[config.mk]
export PLATFORM = sky130hd
export DESIGN_NAME = host_cmd_keypad_power_watchdog
export DESIGN_NICKNAME = d
export VERILOG_FILES = /design/src/rtl/host_cmd_pkg.sv /design/src/rtl/host_cmd_keypad_power_watchdog.sv
export SDC_FILE = /design/constraint.sdc
export NUM_CORES = 1
export LEC_CHECK = 0
export ABC_CLOCK_PERIOD_IN_PS = 4000
export BUFFER_PORTS_ARGS = -buffer_cell sky130_fd_sc_hd__buf_4
export CAP_MARGIN = 30
export CORE_MARGIN = 2
export CORE_UTILIZATION = 31
export CTS_CLUSTER_SIZE = 12
export DETAILED_ROUTE_END_ITERATION = 10
export PLACE_DENSITY_LB_ADDON = 0.3
export SLEW_MARGIN = 5
export SYNTH_ARGS = -nofsm -noshare
export SYNTH_HDL_FRONTEND = slang
export SYNTH_SLANG_ARGS = --single-unit
[constraint.sdc]
create_clock -name sys_clk -period 4 [get_ports sys_clk]
set_input_delay 0.4 -clock sys_clk [delete_from_list [all_inputs] [get_ports sys_clk]]
set_output_delay 0.4 -clock sys_clk [all_outputs]
set_load 0.005 [all_outputs]
[src/rtl/host_cmd_pkg.sv]
/*
  Constants shared by the host command block: register offsets, command and
  reply codes, field positions, reset values and timing in 1/32 second ticks.
  Assumes a 10 MHz system clock.
*/
package host_cmd_pkg;
  // register byte offsets
  localparam logic [3:0] OFS_CMD = 4'h0;
  localparam logic [3:0] OFS_RESP_HDR = 4'h4;
  localparam logic [3:0] OFS_RESP_DATA = 4'h8;
  localparam logic [3:0] OFS_STATUS = 4'hC;
  // command codes and reply flags
  localparam logic [7:0] CMD_CONTRAST = 8'h0D;
  localparam logic [7:0] CMD_BACKLIGHT = 8'h0E;
  localparam logic [7:0] CMD_KEY_REPORT = 8'h17;
  localparam logic [7:0] CMD_KEY_POLL = 8'h18;
  localparam logic [7:0] CMD_POWER_CTRL = 8'h1C;
  localparam logic [7:0] CMD_WATCHDOG = 8'h1D;
  localparam logic [7:0] REPLY_FLAG = 8'h40;
  localparam logic [7:0] ERROR_FLAG = 8'hC0;
  localparam logic [7:0] CODE_MASK = 8'h3F;
  // value limits
  localparam logic [7:0] BRIGHT_MAX = 8'h64;
  localparam logic [7:0] MASK_MAX = 8'h3F;
  localparam logic [7:0] PULSE_HOLD = 8'hFF;
  localparam logic [7:0] PULSE_ZERO = 8'h00;
  // reset values
  localparam logic [7:0] CONTRAST_RST = 8'h7F;
  localparam logic [6:0] BRIGHT_RST = 7'h64;
  localparam logic [5:0] KEY_MASK_RST = 6'h3F;
  localparam logic [7:0] POWER_FN_RST = 8'h01;
  localparam logic [7:0] PULSE_LEN_RST = 8'hFF;
  // key bit positions
  localparam int KEY_ENTER = 1;
  localparam int KEY_CANCEL = 2;
  // power-control function bits
  localparam int FN_AUTO_POL = 0;
  localparam int FN_RESET_HIGH = 1;
  localparam int FN_POWER_HIGH = 2;
  localparam int FN_LEDS_FOLLOW = 3;
  localparam int FN_DISPLAY_FOLLOW = 4;
  localparam int FN_KEY_RESET = 5;
  localparam int FN_KEY_POWER_ON = 6;
  localparam int FN_KEY_POWER_OFF = 7;
  // status and response header bits
  localparam int ST_BUSY = 0;
  localparam int ST_SENSE = 1;
  localparam int ST_KEYS_LSB = 8;
  localparam int RESP_VALID_BIT = 16;
  // timing: one tick is 1/32 second
  localparam longint CLK_PERIOD_NS = 100;
  localparam longint TICK_NS = 31_250_000;
  localparam int TICK_CYCLES = int'(TICK_NS / CLK_PERIOD_NS);
  localparam int TICK_W = 20;
  localparam logic [12:0] SEC_TICKS = 13'h0020;
  localparam logic [7:0] HOLD_LONG_TICKS = 8'h80;
  localparam logic [7:0] HOLD_SHORT_TICKS = 8'h08;
  localparam logic [8:0] RESET_PULSE_TICKS = 9'h020;
  localparam logic [8:0] PULSE_HOLD_MAX_TICKS = 9'h100;
  localparam logic [7:0] EXTEND_TICKS = 8'hA0;
  localparam logic [8:0] RESTART_TICKS = 9'h020;

  typedef enum logic [2:0] {
    ST_IDLE = 3'b001,
    ST_PULSE = 3'b010,
    ST_RESTART = 3'b100
  } mode_t;
endpackage : host_cmd_pkg

[src/rtl/host_cmd_keypad_power_watchdog.sv]
/*
  Command interpreter for contrast, backlights, key reporting, polled keypad,
  host power/reset control and host watchdog, reached over Avalon-MM.
  Assumes key and sense pins are asynchronous (synchronised here), keys read
  high while pressed, and the host line pins are resolved by the surroundings.
*/
`timescale 1ns/1ps
module host_cmd_keypad_power_watchdog #(
  parameter int TICK_CYCLES = host_cmd_pkg::TICK_CYCLES
) (
  input wire logic sys_clk, // 10 MHz clock
  input wire logic rst_n, // async reset, active low
  input wire logic clk_en, // freezes all state while low
  input wire logic [3:0] avs_address, // byte address
  input wire logic avs_read, // read request
  input wire logic avs_write, // write request
  input wire logic [31:0] avs_writedata, // write data
  input wire logic [3:0] avs_byteenable, // byte lanes
  output logic [31:0] avs_readdata, // read data
  output logic avs_waitrequest, // stall
  input wire logic [5:0] key_pins, // keys, high while pressed
  input wire logic host_sense_pin, // host power sense
  output logic reset_line_o, // host reset line level
  output logic reset_line_oe, // host reset line driven
  output logic power_line_o, // host power line level
  output logic power_line_oe, // host power line driven
  output logic [7:0] contrast_level, // display contrast
  output logic [6:0] display_brightness, // display backlight 0-100
  output logic [6:0] keypad_brightness, // keypad backlight 0-100
  output logic display_on, // display not blanked
  output logic leds_on, // front leds allowed
  output logic [5:0] key_press_report, // one-cycle press events
  output logic [5:0] key_release_report, // one-cycle release events
  output logic restarting // module restart in progress
);

  typedef struct packed {
    logic ack;
    logic [31:0] rdata;
    logic [7:0] contrast;
    logic [6:0] disp_bl;
    logic [6:0] key_bl;
    logic [5:0] press_mask;
    logic [5:0] release_mask;
    logic [7:0] power_fn;
    logic [7:0] pulse_len;
    logic [7:0] wd_timeout;
    logic [12:0] wd_ticks;
    logic [7:0] resp_type;
    logic [1:0] resp_len;
    logic [23:0] resp_data;
    logic resp_valid;
    logic [5:0] keys_s1;
    logic [5:0] keys_s2;
    logic sense_s1;
    logic sense_s2;
    logic sense_prev;
    logic [5:0] keys_prev;
    logic [5:0] pressed_acc;
    logic [5:0] released_acc;
    logic [5:0] rep_press;
    logic [5:0] rep_release;
    logic [host_cmd_pkg::TICK_W-1:0] tick_cnt;
    logic tick;
    logic [7:0] confirm_ticks;
    logic [7:0] cancel_ticks;
    logic wait_release;
    host_cmd_pkg::mode_t mode;
    logic pulse_power;
    logic hold_ext;
    logic restart_after;
    logic pulse_sense;
    logic [8:0] pulse_ticks;
    logic [7:0] ext_ticks;
    logic rst_drive;
    logic pwr_drive;
    logic rst_level;
    logic pwr_level;
    logic disp_en;
    logic leds_en;
    logic [6:0] disp_out;
    logic [6:0] key_out;
  } regs_t;

  localparam logic [host_cmd_pkg::TICK_W-1:0] TICK_LAST = host_cmd_pkg::TICK_W'(TICK_CYCLES - 1);

  regs_t r;
  regs_t next_r;

  ////////////////////////////////////////////////////////////////////////////
  // bus handshake: one stall cycle, write lands and read data stands at ack

  assign avs_waitrequest = (avs_read | avs_write) & ~r.ack;
  assign avs_readdata = r.rdata;

  ////////////////////////////////////////////////////////////////////////////
  // next state

  always_comb begin
    logic [5:0] rise;
    logic [5:0] fall;
    logic [7:0] typ;
    logic [1:0] len;
    logic [7:0] d0;
    logic [7:0] d1;
    logic err;
    logic cmd_go;
    logic wd_expire;
    logic confirm_held;
    logic cancel_held;
    logic host_off;
    logic start;
    logic [8:0] lim;
    logic base_done;
    rise = '0;
    fall = '0;
    typ = '0;
    len = '0;
    d0 = '0;
    d1 = '0;
    err = 1'b0;
    cmd_go = 1'b0;
    wd_expire = 1'b0;
    start = 1'b0;
    lim = '0;
    base_done = 1'b0;
    confirm_held = 1'b0;
    cancel_held = 1'b0;
    host_off = 1'b0;
    next_r = r;

    // pin synchronisers and tick
    next_r.keys_s1 = key_pins;
    next_r.keys_s2 = r.keys_s1;
    next_r.sense_s1 = host_sense_pin;
    next_r.sense_s2 = r.sense_s1;
    next_r.sense_prev = r.sense_s2;
    next_r.tick = (r.tick_cnt == TICK_LAST);
    next_r.tick_cnt = next_r.tick ? '0 : r.tick_cnt + 1'b1;
    confirm_held = r.keys_s2[host_cmd_pkg::KEY_ENTER];
    cancel_held = r.keys_s2[host_cmd_pkg::KEY_CANCEL];

    // key edges, reports and poll accumulators
    rise = r.keys_s2 & ~r.keys_prev;
    fall = ~r.keys_s2 & r.keys_prev;
    next_r.keys_prev = r.keys_s2;
    next_r.rep_press = rise & r.press_mask;
    next_r.rep_release = fall & r.release_mask;
    next_r.pressed_acc = r.pressed_acc | rise;
    next_r.released_acc = r.released_acc | fall;

    // bus access
    next_r.ack = (avs_read | avs_write) & ~r.ack;
    if (avs_read & ~r.ack) begin
      case (avs_address)
        host_cmd_pkg::OFS_RESP_HDR: begin
          next_r.rdata = '0;
          next_r.rdata[7:0] = r.resp_type;
          next_r.rdata[9:8] = r.resp_len;
          next_r.rdata[host_cmd_pkg::RESP_VALID_BIT] = r.resp_valid;
        end
        host_cmd_pkg::OFS_RESP_DATA: next_r.rdata = {8'h00, r.resp_data};
        host_cmd_pkg::OFS_STATUS: begin
          next_r.rdata = '0;
          next_r.rdata[host_cmd_pkg::ST_BUSY] = (r.mode != host_cmd_pkg::ST_IDLE);
          next_r.rdata[host_cmd_pkg::ST_SENSE] = r.sense_s2;
          next_r.rdata[host_cmd_pkg::ST_KEYS_LSB +: 6] = r.keys_s2;
        end
        default: next_r.rdata = '0;
      endcase
    end
    // commands are dropped while pulsing or restarting
    cmd_go = avs_write & r.ack & (avs_address == host_cmd_pkg::OFS_CMD) & (&avs_byteenable)
             & (r.mode == host_cmd_pkg::ST_IDLE);

    ////////////////////////////////////////////////////////////////////////
    // command decode
    if (cmd_go) begin
      typ = avs_writedata[7:0];
      len = avs_writedata[9:8];
      d0 = avs_writedata[23:16];
      d1 = avs_writedata[31:24];
      next_r.resp_len = '0;
      next_r.resp_data = '0;
      case (typ)
        host_cmd_pkg::CMD_CONTRAST: begin
          if (len == 2'd0) begin
            next_r.resp_len = 2'd1;
            next_r.resp_data[7:0] = r.contrast;
          end else if (len == 2'd1) next_r.contrast = d0;
          else err = 1'b1;
        end
        host_cmd_pkg::CMD_BACKLIGHT: begin
          if (len == 2'd0) begin
            next_r.resp_len = 2'd2;
            next_r.resp_data[15:0] = {1'b0, r.key_bl, 1'b0, r.disp_bl};
          end else if (len == 2'd1 && d0 <= host_cmd_pkg::BRIGHT_MAX) begin
            next_r.disp_bl = d0[6:0];
            next_r.key_bl = d0[6:0];
          end else if (len == 2'd2 && d0 <= host_cmd_pkg::BRIGHT_MAX && d1 <= host_cmd_pkg::BRIGHT_MAX) begin
            next_r.disp_bl = d0[6:0];
            next_r.key_bl = d1[6:0];
          end else err = 1'b1;
        end
        host_cmd_pkg::CMD_KEY_REPORT: begin
          if (len == 2'd0) begin
            next_r.resp_len = 2'd2;
            next_r.resp_data[15:0] = {2'b00, r.release_mask, 2'b00, r.press_mask};
          end else if (len == 2'd2 && d0 <= host_cmd_pkg::MASK_MAX && d1 <= host_cmd_pkg::MASK_MAX) begin
            next_r.press_mask = d0[5:0];
            next_r.release_mask = d1[5:0];
          end else err = 1'b1;
        end
        host_cmd_pkg::CMD_KEY_POLL: begin
          if (len == 2'd0) begin
            next_r.resp_len = 2'd3;
            next_r.resp_data = {2'b00, r.released_acc, 2'b00, r.pressed_acc, 2'b00, r.keys_s2};
            // an edge in this very cycle is kept for the next poll
            next_r.pressed_acc = rise;
            next_r.released_acc = fall;
          end else err = 1'b1;
        end
        host_cmd_pkg::CMD_POWER_CTRL: begin
          if (len == 2'd0) begin
            next_r.resp_len = 2'd2;
            next_r.resp_data[15:0] = {r.pulse_len, r.power_fn};
          end else if (len == 2'd1) next_r.power_fn = d0;
          else if (len == 2'd2 && d1 != host_cmd_pkg::PULSE_ZERO) begin
            next_r.power_fn = d0;
            next_r.pulse_len = d1;
          end else err = 1'b1;
        end
        host_cmd_pkg::CMD_WATCHDOG: begin
          if (len == 2'd0) begin
            next_r.resp_len = 2'd1;
            next_r.resp_data[7:0] = r.wd_timeout;
          end else if (len == 2'd1) begin
            next_r.wd_timeout = d0;
            next_r.wd_ticks = '0;
          end else err = 1'b1;
        end
        default: err = 1'b1;
      endcase
      next_r.resp_valid = 1'b1;
      if (err) begin
        next_r.resp_len = '0;
        next_r.resp_data = '0;
        next_r.resp_type = host_cmd_pkg::ERROR_FLAG | (typ & host_cmd_pkg::CODE_MASK);
      end else next_r.resp_type = host_cmd_pkg::REPLY_FLAG | typ;
    end

    ////////////////////////////////////////////////////////////////////////
    // watchdog: counts seconds as 32 ticks each
    if (r.wd_timeout != 8'h00 && r.tick && !cmd_go) begin
      next_r.wd_ticks = r.wd_ticks + 1'b1;
      wd_expire = (next_r.wd_ticks >= 13'(13'(r.wd_timeout) * host_cmd_pkg::SEC_TICKS));
    end

    // key hold timers, rearmed only after both keys are let go
    if (r.wait_release) begin
      next_r.confirm_ticks = '0;
      next_r.cancel_ticks = '0;
      if (!confirm_held && !cancel_held && r.mode == host_cmd_pkg::ST_IDLE) next_r.wait_release = 1'b0;
    end else if (r.tick) begin
      next_r.confirm_ticks = !confirm_held ? 8'h00 : (&r.confirm_ticks ? r.confirm_ticks : r.confirm_ticks + 1'b1);
      next_r.cancel_ticks = !cancel_held ? 8'h00 : (&r.cancel_ticks ? r.cancel_ticks : r.cancel_ticks + 1'b1);
    end else begin
      if (!confirm_held) next_r.confirm_ticks = '0;
      if (!cancel_held) next_r.cancel_ticks = '0;
    end

    ////////////////////////////////////////////////////////////////////////
    // host line sequencer
    case (r.mode)
      host_cmd_pkg::ST_IDLE: begin
        if (wd_expire) begin
          start = 1'b1;
          next_r.pulse_power = 1'b0;
          next_r.restart_after = 1'b1;
          next_r.wd_timeout = '0;
        end else if (r.power_fn[host_cmd_pkg::FN_DISPLAY_FOLLOW] && r.sense_s2 && !r.sense_prev) begin
          next_r.mode = host_cmd_pkg::ST_RESTART;
          next_r.pulse_ticks = '0;
        end else if (r.power_fn[host_cmd_pkg::FN_KEY_RESET] && r.sense_s2
                     && r.confirm_ticks >= host_cmd_pkg::HOLD_LONG_TICKS) begin
          start = 1'b1;
          next_r.pulse_power = 1'b0;
          next_r.restart_after = 1'b1;
        end else if (r.power_fn[host_cmd_pkg::FN_KEY_POWER_ON] && !r.sense_s2
                     && r.confirm_ticks >= host_cmd_pkg::HOLD_SHORT_TICKS) begin
          start = 1'b1;
          next_r.pulse_power = 1'b1;
          next_r.restart_after = 1'b1;
        end else if (r.power_fn[host_cmd_pkg::FN_KEY_POWER_OFF] && r.sense_s2
                     && r.cancel_ticks >= host_cmd_pkg::HOLD_LONG_TICKS) begin
          start = 1'b1;
          next_r.pulse_power = 1'b1;
          next_r.restart_after = 1'b0;
          next_r.hold_ext = 1'b1;
        end
        if (start) begin
          next_r.mode = host_cmd_pkg::ST_PULSE;
          next_r.pulse_ticks = '0;
          next_r.ext_ticks = '0;
          next_r.pulse_sense = r.sense_s2;
          next_r.wait_release = 1'b1;
          next_r.rst_drive = ~next_r.pulse_power;
          next_r.pwr_drive = next_r.pulse_power;
        end
      end
      host_cmd_pkg::ST_PULSE: begin
        if (!r.pulse_power) lim = host_cmd_pkg::RESET_PULSE_TICKS;
        else if (r.pulse_len == host_cmd_pkg::PULSE_HOLD) lim = host_cmd_pkg::PULSE_HOLD_MAX_TICKS;
        else lim = {1'b0, r.pulse_len};
        base_done = (r.pulse_ticks >= lim)
                    || (r.pulse_power && r.pulse_len == host_cmd_pkg::PULSE_HOLD && r.sense_s2 != r.pulse_sense);
        if (!base_done) begin
          if (r.tick) next_r.pulse_ticks = r.pulse_ticks + 1'b1;
        end else if (r.hold_ext && cancel_held && r.ext_ticks < host_cmd_pkg::EXTEND_TICKS) begin
          if (r.tick) next_r.ext_ticks = r.ext_ticks + 1'b1;
        end else begin
          next_r.rst_drive = 1'b0;
          next_r.pwr_drive = 1'b0;
          next_r.hold_ext = 1'b0;
          next_r.pulse_ticks = '0;
          next_r.mode = r.restart_after ? host_cmd_pkg::ST_RESTART : host_cmd_pkg::ST_IDLE;
        end
      end
      host_cmd_pkg::ST_RESTART: begin
        // restart reloads power-up state of the volatile settings
        next_r.wd_timeout = '0;
        next_r.wd_ticks = '0;
        next_r.press_mask = host_cmd_pkg::KEY_MASK_RST;
        next_r.release_mask = host_cmd_pkg::KEY_MASK_RST;
        next_r.pressed_acc = '0;
        next_r.released_acc = '0;
        next_r.resp_valid = 1'b0;
        if (r.tick) next_r.pulse_ticks = r.pulse_ticks + 1'b1;
        if (r.pulse_ticks >= host_cmd_pkg::RESTART_TICKS) next_r.mode = host_cmd_pkg::ST_IDLE;
      end
      default: next_r.mode = host_cmd_pkg::ST_IDLE;
    endcase

    ////////////////////////////////////////////////////////////////////////
    // line polarity and mimicry outputs
    // auto polarity has no detector here: it settles on active low
    next_r.rst_level = r.power_fn[host_cmd_pkg::FN_AUTO_POL] ? 1'b0 : r.power_fn[host_cmd_pkg::FN_RESET_HIGH];
    next_r.pwr_level = r.power_fn[host_cmd_pkg::FN_AUTO_POL] ? 1'b0 : r.power_fn[host_cmd_pkg::FN_POWER_HIGH];
    host_off = r.power_fn[host_cmd_pkg::FN_DISPLAY_FOLLOW] & ~r.sense_s2;
    next_r.disp_en = ~host_off;
    next_r.leds_en = ~(host_off & r.power_fn[host_cmd_pkg::FN_LEDS_FOLLOW]);
    next_r.disp_out = host_off ? 7'h00 : r.disp_bl;
    next_r.key_out = host_off ? 7'h00 : r.key_bl;
  end

  ////////////////////////////////////////////////////////////////////////////
  // state register

  always_ff @(posedge sys_clk or negedge rst_n) begin
    if (!rst_n) begin
      r <= '0;
      r.contrast <= host_cmd_pkg::CONTRAST_RST;
      r.disp_bl <= host_cmd_pkg::BRIGHT_RST;
      r.key_bl <= host_cmd_pkg::BRIGHT_RST;
      r.press_mask <= host_cmd_pkg::KEY_MASK_RST;
      r.release_mask <= host_cmd_pkg::KEY_MASK_RST;
      r.power_fn <= host_cmd_pkg::POWER_FN_RST;
      r.pulse_len <= host_cmd_pkg::PULSE_LEN_RST;
      r.mode <= host_cmd_pkg::ST_IDLE;
      r.disp_en <= 1'b1;
      r.leds_en <= 1'b1;
      r.disp_out <= host_cmd_pkg::BRIGHT_RST;
      r.key_out <= host_cmd_pkg::BRIGHT_RST;
    end else if (clk_en) begin
      r <= next_r;
    end
  end

  assign reset_line_o = r.rst_level;
  assign reset_line_oe = r.rst_drive;
  assign power_line_o = r.pwr_level;
  assign power_line_oe = r.pwr_drive;
  assign contrast_level = r.contrast;
  assign display_brightness = r.disp_out;
  assign keypad_brightness = r.key_out;
  assign display_on = r.disp_en;
  assign leds_on = r.leds_en;
  assign key_press_report = r.rep_press;
  assign key_release_report = r.rep_release;
  assign restarting = (r.mode == host_cmd_pkg::ST_RESTART);

endmodule : host_cmd_keypad_power_watchdog

After elaboration in Yosys (flattened, before gate mapping):

Cells that the tools add are included.

* input port bits: 52
* word-level logic and storage cells: 305
* output and inout port bits: 74
* register bits: 266

* muxes and demuxes: 113
* eq/ne operators: 39
* magnitude comparators: 11
* reductions and logical operators: 67
* add/subtract/negate cells: 6
* bitwise logic cells: 24

Operator list (number)
* $mux 8: 15
* $mux 12: 8
* $mux 16: 6
* $mux 84: 1
* $mux 9: 8
* $pmux 24 s3: 1
* $mux 21: 3
* $mux 26: 2
* $pmux 8 s6: 1
* $mux 14: 3
* $mux 1: 38
* $reduce_and 5->1: 7
* $eq 8x5->1 const B: 4
* $pmux 8 s4: 1
* $pmux 9 s3: 1
* $mux 13: 2
* $add 8x1->8 const B: 3
* $and 6x6->6: 4
* $mux 3: 8
* $logic_and 1x1->1: 22
* $add 20x1->20 const B: 1
* $eq 20x19->1 const B: 1
* $mux 20: 1
* $ne 2x2->1 const B: 10
* 57 further kinds: 109

Logic depth before layout (Yosys ltp):

Gate-level depths: netlist of the first run.

* depth in word-level cells: 12
* depth in mapped cells: 15

Worst setup path before layout of the first run:

Ideal clock, no wire load.

* path type: reg2reg
* start: register r[162] (netlist bit)
* end: register r (netlist bit power_line_oe)
* period minus slack after synthesis: 3.484 ns
* required time: 3.875 ns
* arrival time: 3.359 ns
* setup time: 0.125 ns
* path slack: 0.516 ns
* stages on the path, launching flop included: 14
* cell sequence: dfrtp_1 ha_1 nand3_1 nor4_1 nand3_1 xnor2_1 ha_1 nand4_1 nor2_1 a41o_1 o31ai_2 a21oi_2 o21ai_0 mux2_2

* word-level cells in the longest chain between the ends: 7

Ends and longest elaborated chain
* from (decl): RTL line host_cmd_keypad_power_watchdog.sv:87 `regs_t r;`
* from (signal assigned): RTL line host_cmd_keypad_power_watchdog.sv:375 `r <= next_r;`
* $add 13x1->13 (*): RTL line host_cmd_keypad_power_watchdog.sv:255 `next_r.wd_ticks = r.wd_ticks + 1'b1;`
* $ge 13x13->1 (*): RTL line host_cmd_keypad_power_watchdog.sv:256 `wd_expire = (next_r.wd_ticks >= 13'(13'(r.wd_timeout) * host_cmd_pkg::SEC_TICKS));`
* $mux 1 (*): RTL line host_cmd_keypad_power_watchdog.sv:254 `if (r.wd_timeout != 8'h00 && r.tick && !cmd_go) begin`
* $mux 1: RTL line host_cmd_keypad_power_watchdog.sv:276 `if (wd_expire) begin`
* $mux 1: RTL line host_cmd_keypad_power_watchdog.sv:274 `case (r.mode)`
* $ne 2x1->1 (no line) or $mux 19 (tied branches)
* $reduce_and 5->1 (no line) or $pmux 10 s2 (tied branches)

Every way passes the cells marked *; elsewhere a longest branch is shown, timed or not. The select of a mux whose other input is x is not followed.
A chain may end at the register's enable or synchronous reset.

Worst setup path after layout of the first run:

* start: register r[162] (netlist bit)
* end: register r[21] (netlist bit)

* word-level cells in the longest chain between the ends: 7

Ends and longest elaborated chain (RTL line)
* $add 13x1->13: host_cmd_keypad_power_watchdog.sv:255
* $ge 13x13->1: host_cmd_keypad_power_watchdog.sv:256
* $mux 1: host_cmd_keypad_power_watchdog.sv:254
* $mux 1: host_cmd_keypad_power_watchdog.sv:276
* $mux 1: host_cmd_keypad_power_watchdog.sv:274
* $ne 2x1->1 (no line)
* $reduce_and 6->1 (no line)

Every way passes these cells. The select of a mux whose other input is x is not followed.

==> out/qor.yml, run 1 <==
grt_overflow: 0
drv_cap: 0
vias_per_cell: 5.09
finalWeightedCongestion: 0.860
post_cts_resized: 0
antenna_found_initial: 0
final_max_slew_viol_count: 0
syn_inst: 1301
syn_to_final_growth_pct: 14.8
core.rowCount: 74
worstReg2RegEnd: "r[21]"
async_flop_share: 1.00
rr_worst_depth: 15
die_w_um: 208
hold_path.class: "primary input to flop"
final_common_cell: "dfrtp_1"
reg2reg_slack_ps: 390
fin_crit_sh: 0.903
htree_levels: 1
synth_edf_count: 0
p_per_area_nw_per_um2: 384
cts_made_buffers: 29
peakVddDrop_mv: 0.343
grt_pass1_wl_um: 55700
clkTransAtPathRegs_ps: 60
final.setup.tns_ps: 0
status: "complete, no violations"
seqCellArea_um2: 6410
startpoint_type: "flop"
clock-sinks: 254
dr.pass1.iters: 5
yosysSeqAreaShare: 0.495
grt_start_max_net_pins: 120
worstPathArrival_ps: 4090
worstSetupPathType: "flop to flop"
drt_iter0_drc: 597
dp.final_hpwl_um: 25300
cp-endpoint: "r[21]"
rsz0062_at_grt: "false"
p_total_mw: 5.70
syn-cell-area_um2: 12900
tightest_slew_ps: 1020
grt_pass1_vias: 9674
crit_fanout: 8
finalHoldViolations: 0
drive_gt1_frac: 0.213
setup_violations: 0
synth_top_area_cell: "dfrtp_1"
route.antenna.remaining_nets: 0
port_buffers: 109
clk_latency_ps: 580
fin_nets: 1436
fmax_mhz: 277
syn_avg_cell_area_um2: 9.95
crit_start: "r[162]"
cp.required_ps: 4480
layout_common_cells: "dfrtp_1 (211), nand2_1 (178), buf_4 (131)"
num_io_pins: 126
core_um2: 41000
dieArea_um2: 43400
cts_tree: "done"
grtUsageTotal: 0.161
r2r_start: "r[162]"
post-route-min-period_ps: 3610
routed_wl_um: 35000
fin_skew_ps: 26.2
hp-start: "key_pins[3]"
p_leak_nw: 6.67
antenna_cells: 0
multi_input_area_um2: 5710
relSlewSlack: 0.320
fill_cells: 4112
yosys_warnings: 0
drc_errors: 0
wire_per_inst_um: 18.3
ys_types: 78
synth.top_cells.by_area: "dfrtp_1 (41%), dfstp_2 (8.7%), nand2_1 (5.2%)"
start_util: 0.316
ys_ff_latch: 254
synth_top_area_share: 0.408
vias: 9711
ys_dominant_reg_cell: "dfrtp_1"
final_util: 0.362
crit_path_end_kind: "flop"
fp.dieH_um: 208
clock-root-buffer: "clkbuf_16"
cts_buffer_depth: 3
-- area by class of cell --
class | count | area share
Sequential cell | 254 | 0.431
Tap cell | 532 | 0.0448
Multi-Input combinational cell | 899 | 0.384
Clock buffer | 45 | 0.0562
Clock inverter | 6 | 0.00320
Inverter | 37 | 0.00934
Timing Repair Buffer | 136 | 0.0713
-- timing repair --
item                                    4_1_cts  5_1_grt
setup buffers                                 0        0
hold endpoints to repair                     24        0
hold buffers                                  1        0
endpoints found under the setup margin        0        0
-- cells in the mapped netlist, types with 3 or more instances --
library cell / number
nor2_1: 75
xnor2_1: 16
and3_1: 12
a221o_1: 8
o31ai_1: 5
dfrtp_1: 211
xor2_1: 16
a22oi_1: 16
nand2_1: 178
nor2b_1: 16
nand4_1: 21
nor3_1: 33
mux2i_1: 30
buf_4: 69
clkbuf_1: 45
mux2_4: 6
nand3_1: 33
o41ai_1: 3
a221oi_1: 8
dfstp_2: 43
nand3b_1: 4
a21o_1: 4
or4_1: 5
a21boi_0: 3
or2_2: 4
a22o_1: 29
nor4_1: 7
ha_1: 27
or3_1: 10
a31oi_1: 12
o221ai_1: 3
nand2b_1: 25
and2_1: 8
o2bb2ai_1: 16
o22ai_1: 6
inv_1: 36
mux2_2: 49
o21ai_0: 114
a21oi_1: 48
-- routing by layer --
| layer | up-vias | GRT usage | part of all wire |
|---|---|---|---|
| met5 | - | 0 | 0 |
| met4 | 0 | 0.0412 | 0.024 |
| met3 | 44 | 0.0214 | 0.035 |
| met2 | 195 | 0.265 | 0.47 |
| met1 | 4800 | 0.222 | 0.47 |
| li1 | 4672 | - | - |
-- stage by stage --
| stage | setup slack [ps] | hold WS, ps | instances | cell area, um^2 |
|---|---|---|---|---|
| after floorplan | 516 | 104 | 1310 | 13000 |
| after global placement | 456 | 451 | 1856 | 14000 |
| after detailed placement | 414 | 455 | 1857 | 14000 |
| after CTS | 371 | 29.5 | 1909 | 14900 |
| after global routing | 98.8 | 34.3 | 1909 | 14900 |
| final | 387 | 50.8 | 1909 | 14900 |
-- report_power, final --
group	internal [mW]	switching [mW]	total, mW
clock	1.43	1.07	2.50
sequential	2.67	0.114	2.78
combinational	0.177	0.249	0.426
-- how the worst min path moves through the flow --
stage / to / cells past startpoint
floorplan: avs_readdata[0] / 0
global placement: r[160] / 1
detailed placement: r[160] / 1
CTS: next_r[118] / 2
global route: next_r[118] / 2
finish: next_r[118] / 2
-- flip-flops by register name (all words and copies together), names as in the netlist --
name / cells
next_r: 14
key_press_report: 6
display_on: 1
power_line_oe: 1
leds_on: 1
key_release_report: 6
r: 178
avs_readdata: 22
power_line_o: 1
reset_line_oe: 1
reset_line_o: 1
contrast_level: 8
display_brightness: 7
keypad_brightness: 7
-- critical path, cell delays in order, from the launching register on --
cell and delay, ps:
dfrtp_1 420, ha_1 270, nand3_1 190, nor4_1 430, nand3_1 190, xnor2_1 170, ha_1 290, nand4_1 130
nor2_1 130, a41o_1 190, o31ai_2 60, buf_4 180, a21oi_2 150, buf_4 180, o32a_1 340, mux2i_1 230
-- cell families after synthesis --
kind of cell,count (synthesis),synth area share
muxes,87,0.0745
DFF,254,0.495
AOI/OAI and AO/OA,297,0.149
other,1,0.000290
xor gates and xnor gates,32,0.0216
adders and majority gates,27,0.0261
buffers and inverters,157,0.0664
and+or+nand+nor,446,0.167
No activity file was read; power rests on OpenSTA's default activity.
==> run 2: changes to the inputs <==
--- a/config.mk
+++ b/config.mk
@@ -13,6 +13,7 @@
 export CTS_CLUSTER_SIZE = 12
 export DETAILED_ROUTE_END_ITERATION = 10
 export PLACE_DENSITY_LB_ADDON = 0.3
+export REMOVE_ABC_BUFFERS = 1
 export SLEW_MARGIN = 5
 export SYNTH_ARGS = -nofsm -noshare
 export SYNTH_HDL_FRONTEND = slang
==> out/qor.yml, run 2 (same netlist as run 1, synthesis figures left out) <==
htree_levels: 1  # unchanged
hold_path.class: "primary input to asynchronous set/reset pin"
placed_cell_area_um2: 14000  # about the same
fmax_mhz: 283  # +2.3%
fin_skew_ps: 17.4  # -8.79 ps
core.rowCount: 74  # unchanged
route.antenna.remaining_nets: 0  # unchanged
p_leak_nw: 6.73  # +0.83%
startpoint_type: "flop"
post-route-min-period_ps: 3530  # -81.0 ps
start_util: 0.316  # unchanged
grt_overflow: 0  # unchanged
clkTransAtPathRegs_ps: 60  # about the same
p_total_mw: 6.00  # +5.1%
layout_common_cells: "dfrtp_1 (211), nand2_1 (178), buf_4 (129)"
final_max_slew_viol_count: 0  # unchanged
rr_worst_depth: 15  # unchanged
rsz0062_at_grt: "false"
reg2reg_slack_ps: 470  # +80 ps
cp.required_ps: 4450  # -30 ps
grt_pass1_vias: 9764  # +0.93%
peakVddDrop_mv: 0.326  # -4.9%
port_buffers: 109  # unchanged
final.setup.tns_ps: 0  # unchanged
crit_fanout: 7  # -1
die_w_um: 208  # unchanged
grt_pass1_wl_um: 57300  # +3.0%
syn_to_final_growth_pct: 15.8
top_register: "r"
tightest_slew_ps: 966  # -54.9 ps
stdcell_area_um2: 15000  # +0.80%
ctsHoldBuffers: 0  # -1
drv_cap: 0  # unchanged
dieArea_um2: 43400  # unchanged
dp.final_hpwl_um: 26000  # +2.6%
drc_errors: 0  # unchanged
relSlewSlack: 0.356  # +0.0366
setup_violations: 0  # unchanged
crit_path_end_kind: "flop"
grt_start_max_net_pins: 127  # +5.8%
violations: "negative hold slack"
fp.dieH_um: 208  # unchanged
fin_hold_ws_ps: -17.0  # -67.8 ps
critical_path.max_stage_delay_ps: 420  # about the same
final_common_cell: "dfrtp_1"
vias_per_cell: 5.14  # +0.99%
cts_tree: "done"
path_cells: "ha_1 > nand3_1 > nor4_1 > buf_4 > nand3_1 > xnor2_1 > ha_1 > nand4_1 > nor2_1 > a41o_1 > o31ai_2 > buf_4 > a21oi_2 > o21ai_0 > mux2_2"
worstSetupPathType: "flop to flop"
drive_gt1_frac: 0.217  # +0.00436
antenna_cells: 0  # unchanged
routed_wl_um: 36200  # +3.5%
cpMaxStageDelayCell: "dfrtp_1"
num_io_pins: 126  # unchanged
dr.pass1.iters: 4  # -1
drt_iter0_drc: 712  # +19%
cts_setup_buffers: 0  # unchanged
cts_made_buffers: 29  # unchanged
finalHoldViolations: 30  # +30
vias: 9807  # +0.99%
fin_crit_sh: 0.883  # -0.0203
cts_buffer_depth: 3  # unchanged
status: "finished, violations left"
wire_per_inst_um: 19.0  # +3.5%
post_cts_resized: 0  # unchanged
clock-sinks: 254  # unchanged
finalWeightedCongestion: 0.875  # +1.8%
clk_latency_ps: 560  # -20 ps
p_per_area_nw_per_um2: 400  # +4.3%
grtUsageTotal: 0.167  # +0.00588
worstPathArrival_ps: 3980  # -110 ps
core_um2: 41000  # unchanged
r2r_start: "r[162]"
largest_register_ffs: 178  # unchanged
antenna_found_initial: 2  # +2
fin_nets: 1434  # -0.14%
clock-root-buffer: "clkbuf_16"
worstReg2RegEnd: "power_line_oe"
[run 2: cell types whose count changed in the layout (fill, tap and decap cells not counted), moves of 2 or more]
cell       delta
bufinv_16     +4
clkbuf_1      -4
inv_6         +2
buf_4         -2
clkbuf_8      +2
[run 2: routing by layer]
layer	wire length, um	vias up	track usage
met2	16000	251	0.254
met3	2430	54	0.0426
met4	814	4	0.0412
met1	16900	4837	0.235
met5	21	-	0
li1	-	4661	-
[run 2: worst max-delay path by stage]
stage / startpoint / end / slack, ps / cells after the start
CTS: r[162] / r[21] / 430 / 16
global route: r[162] / r[21] / 120 / 16
global placement: r[162] / r[21] / 450 / 16
floorplan: r[162] / power_line_oe / 520 / 13
finish: r[162] / power_line_oe / 470 / 15
detailed placement: r[162] / r[21] / 430 / 16
[run 2: where the power goes]
part | switching, mW | internal, mW | total (mW) | leakage [nW]
logic | 0.258 | 0.177 | 0.435 | 3.00
registers | 0.102 | 2.67 | 2.77 | 3.23
clock network | 1.08 | 1.72 | 2.79 | 0.493
[run 2: final cells by class]
type,instances,area [um^2]
Timing Repair Buffer,134,1050
Inverter,37,139
Clock inverter,10,160
Tap cell,532,666
Fill cell,4154,26000
Clock buffer,43,848
Multi-Input combinational cell,899,5710
Sequential cell,254,6410
[run 2: per-stage QoR]
stage / util / worst slack [ps] / hold WS [ps] / std cells
floorplan: - / 516 / 104 / 1190
global placement: 0.340 / 454 / 451 / 1852
detailed placement: 0.341 / 429 / 456 / 1855
CTS: 0.365 / 431 / 7.03 / 1908
global route: 0.365 / 121 / 62.1 / 1909
finish: 0.365 / 468 / -17.0 / 1909
[run 2: critical path, delay by kind of cell, from the launching register on]
family / cells / cell delay (ps)
buf+inv: 2 / 370
fa+ha+maj: 2 / 550
xor+xnor: 1 / 160
compound gates: 4 / 750
flops: 1 / 420
mux: 1 / 370
simple gates: 5 / 830
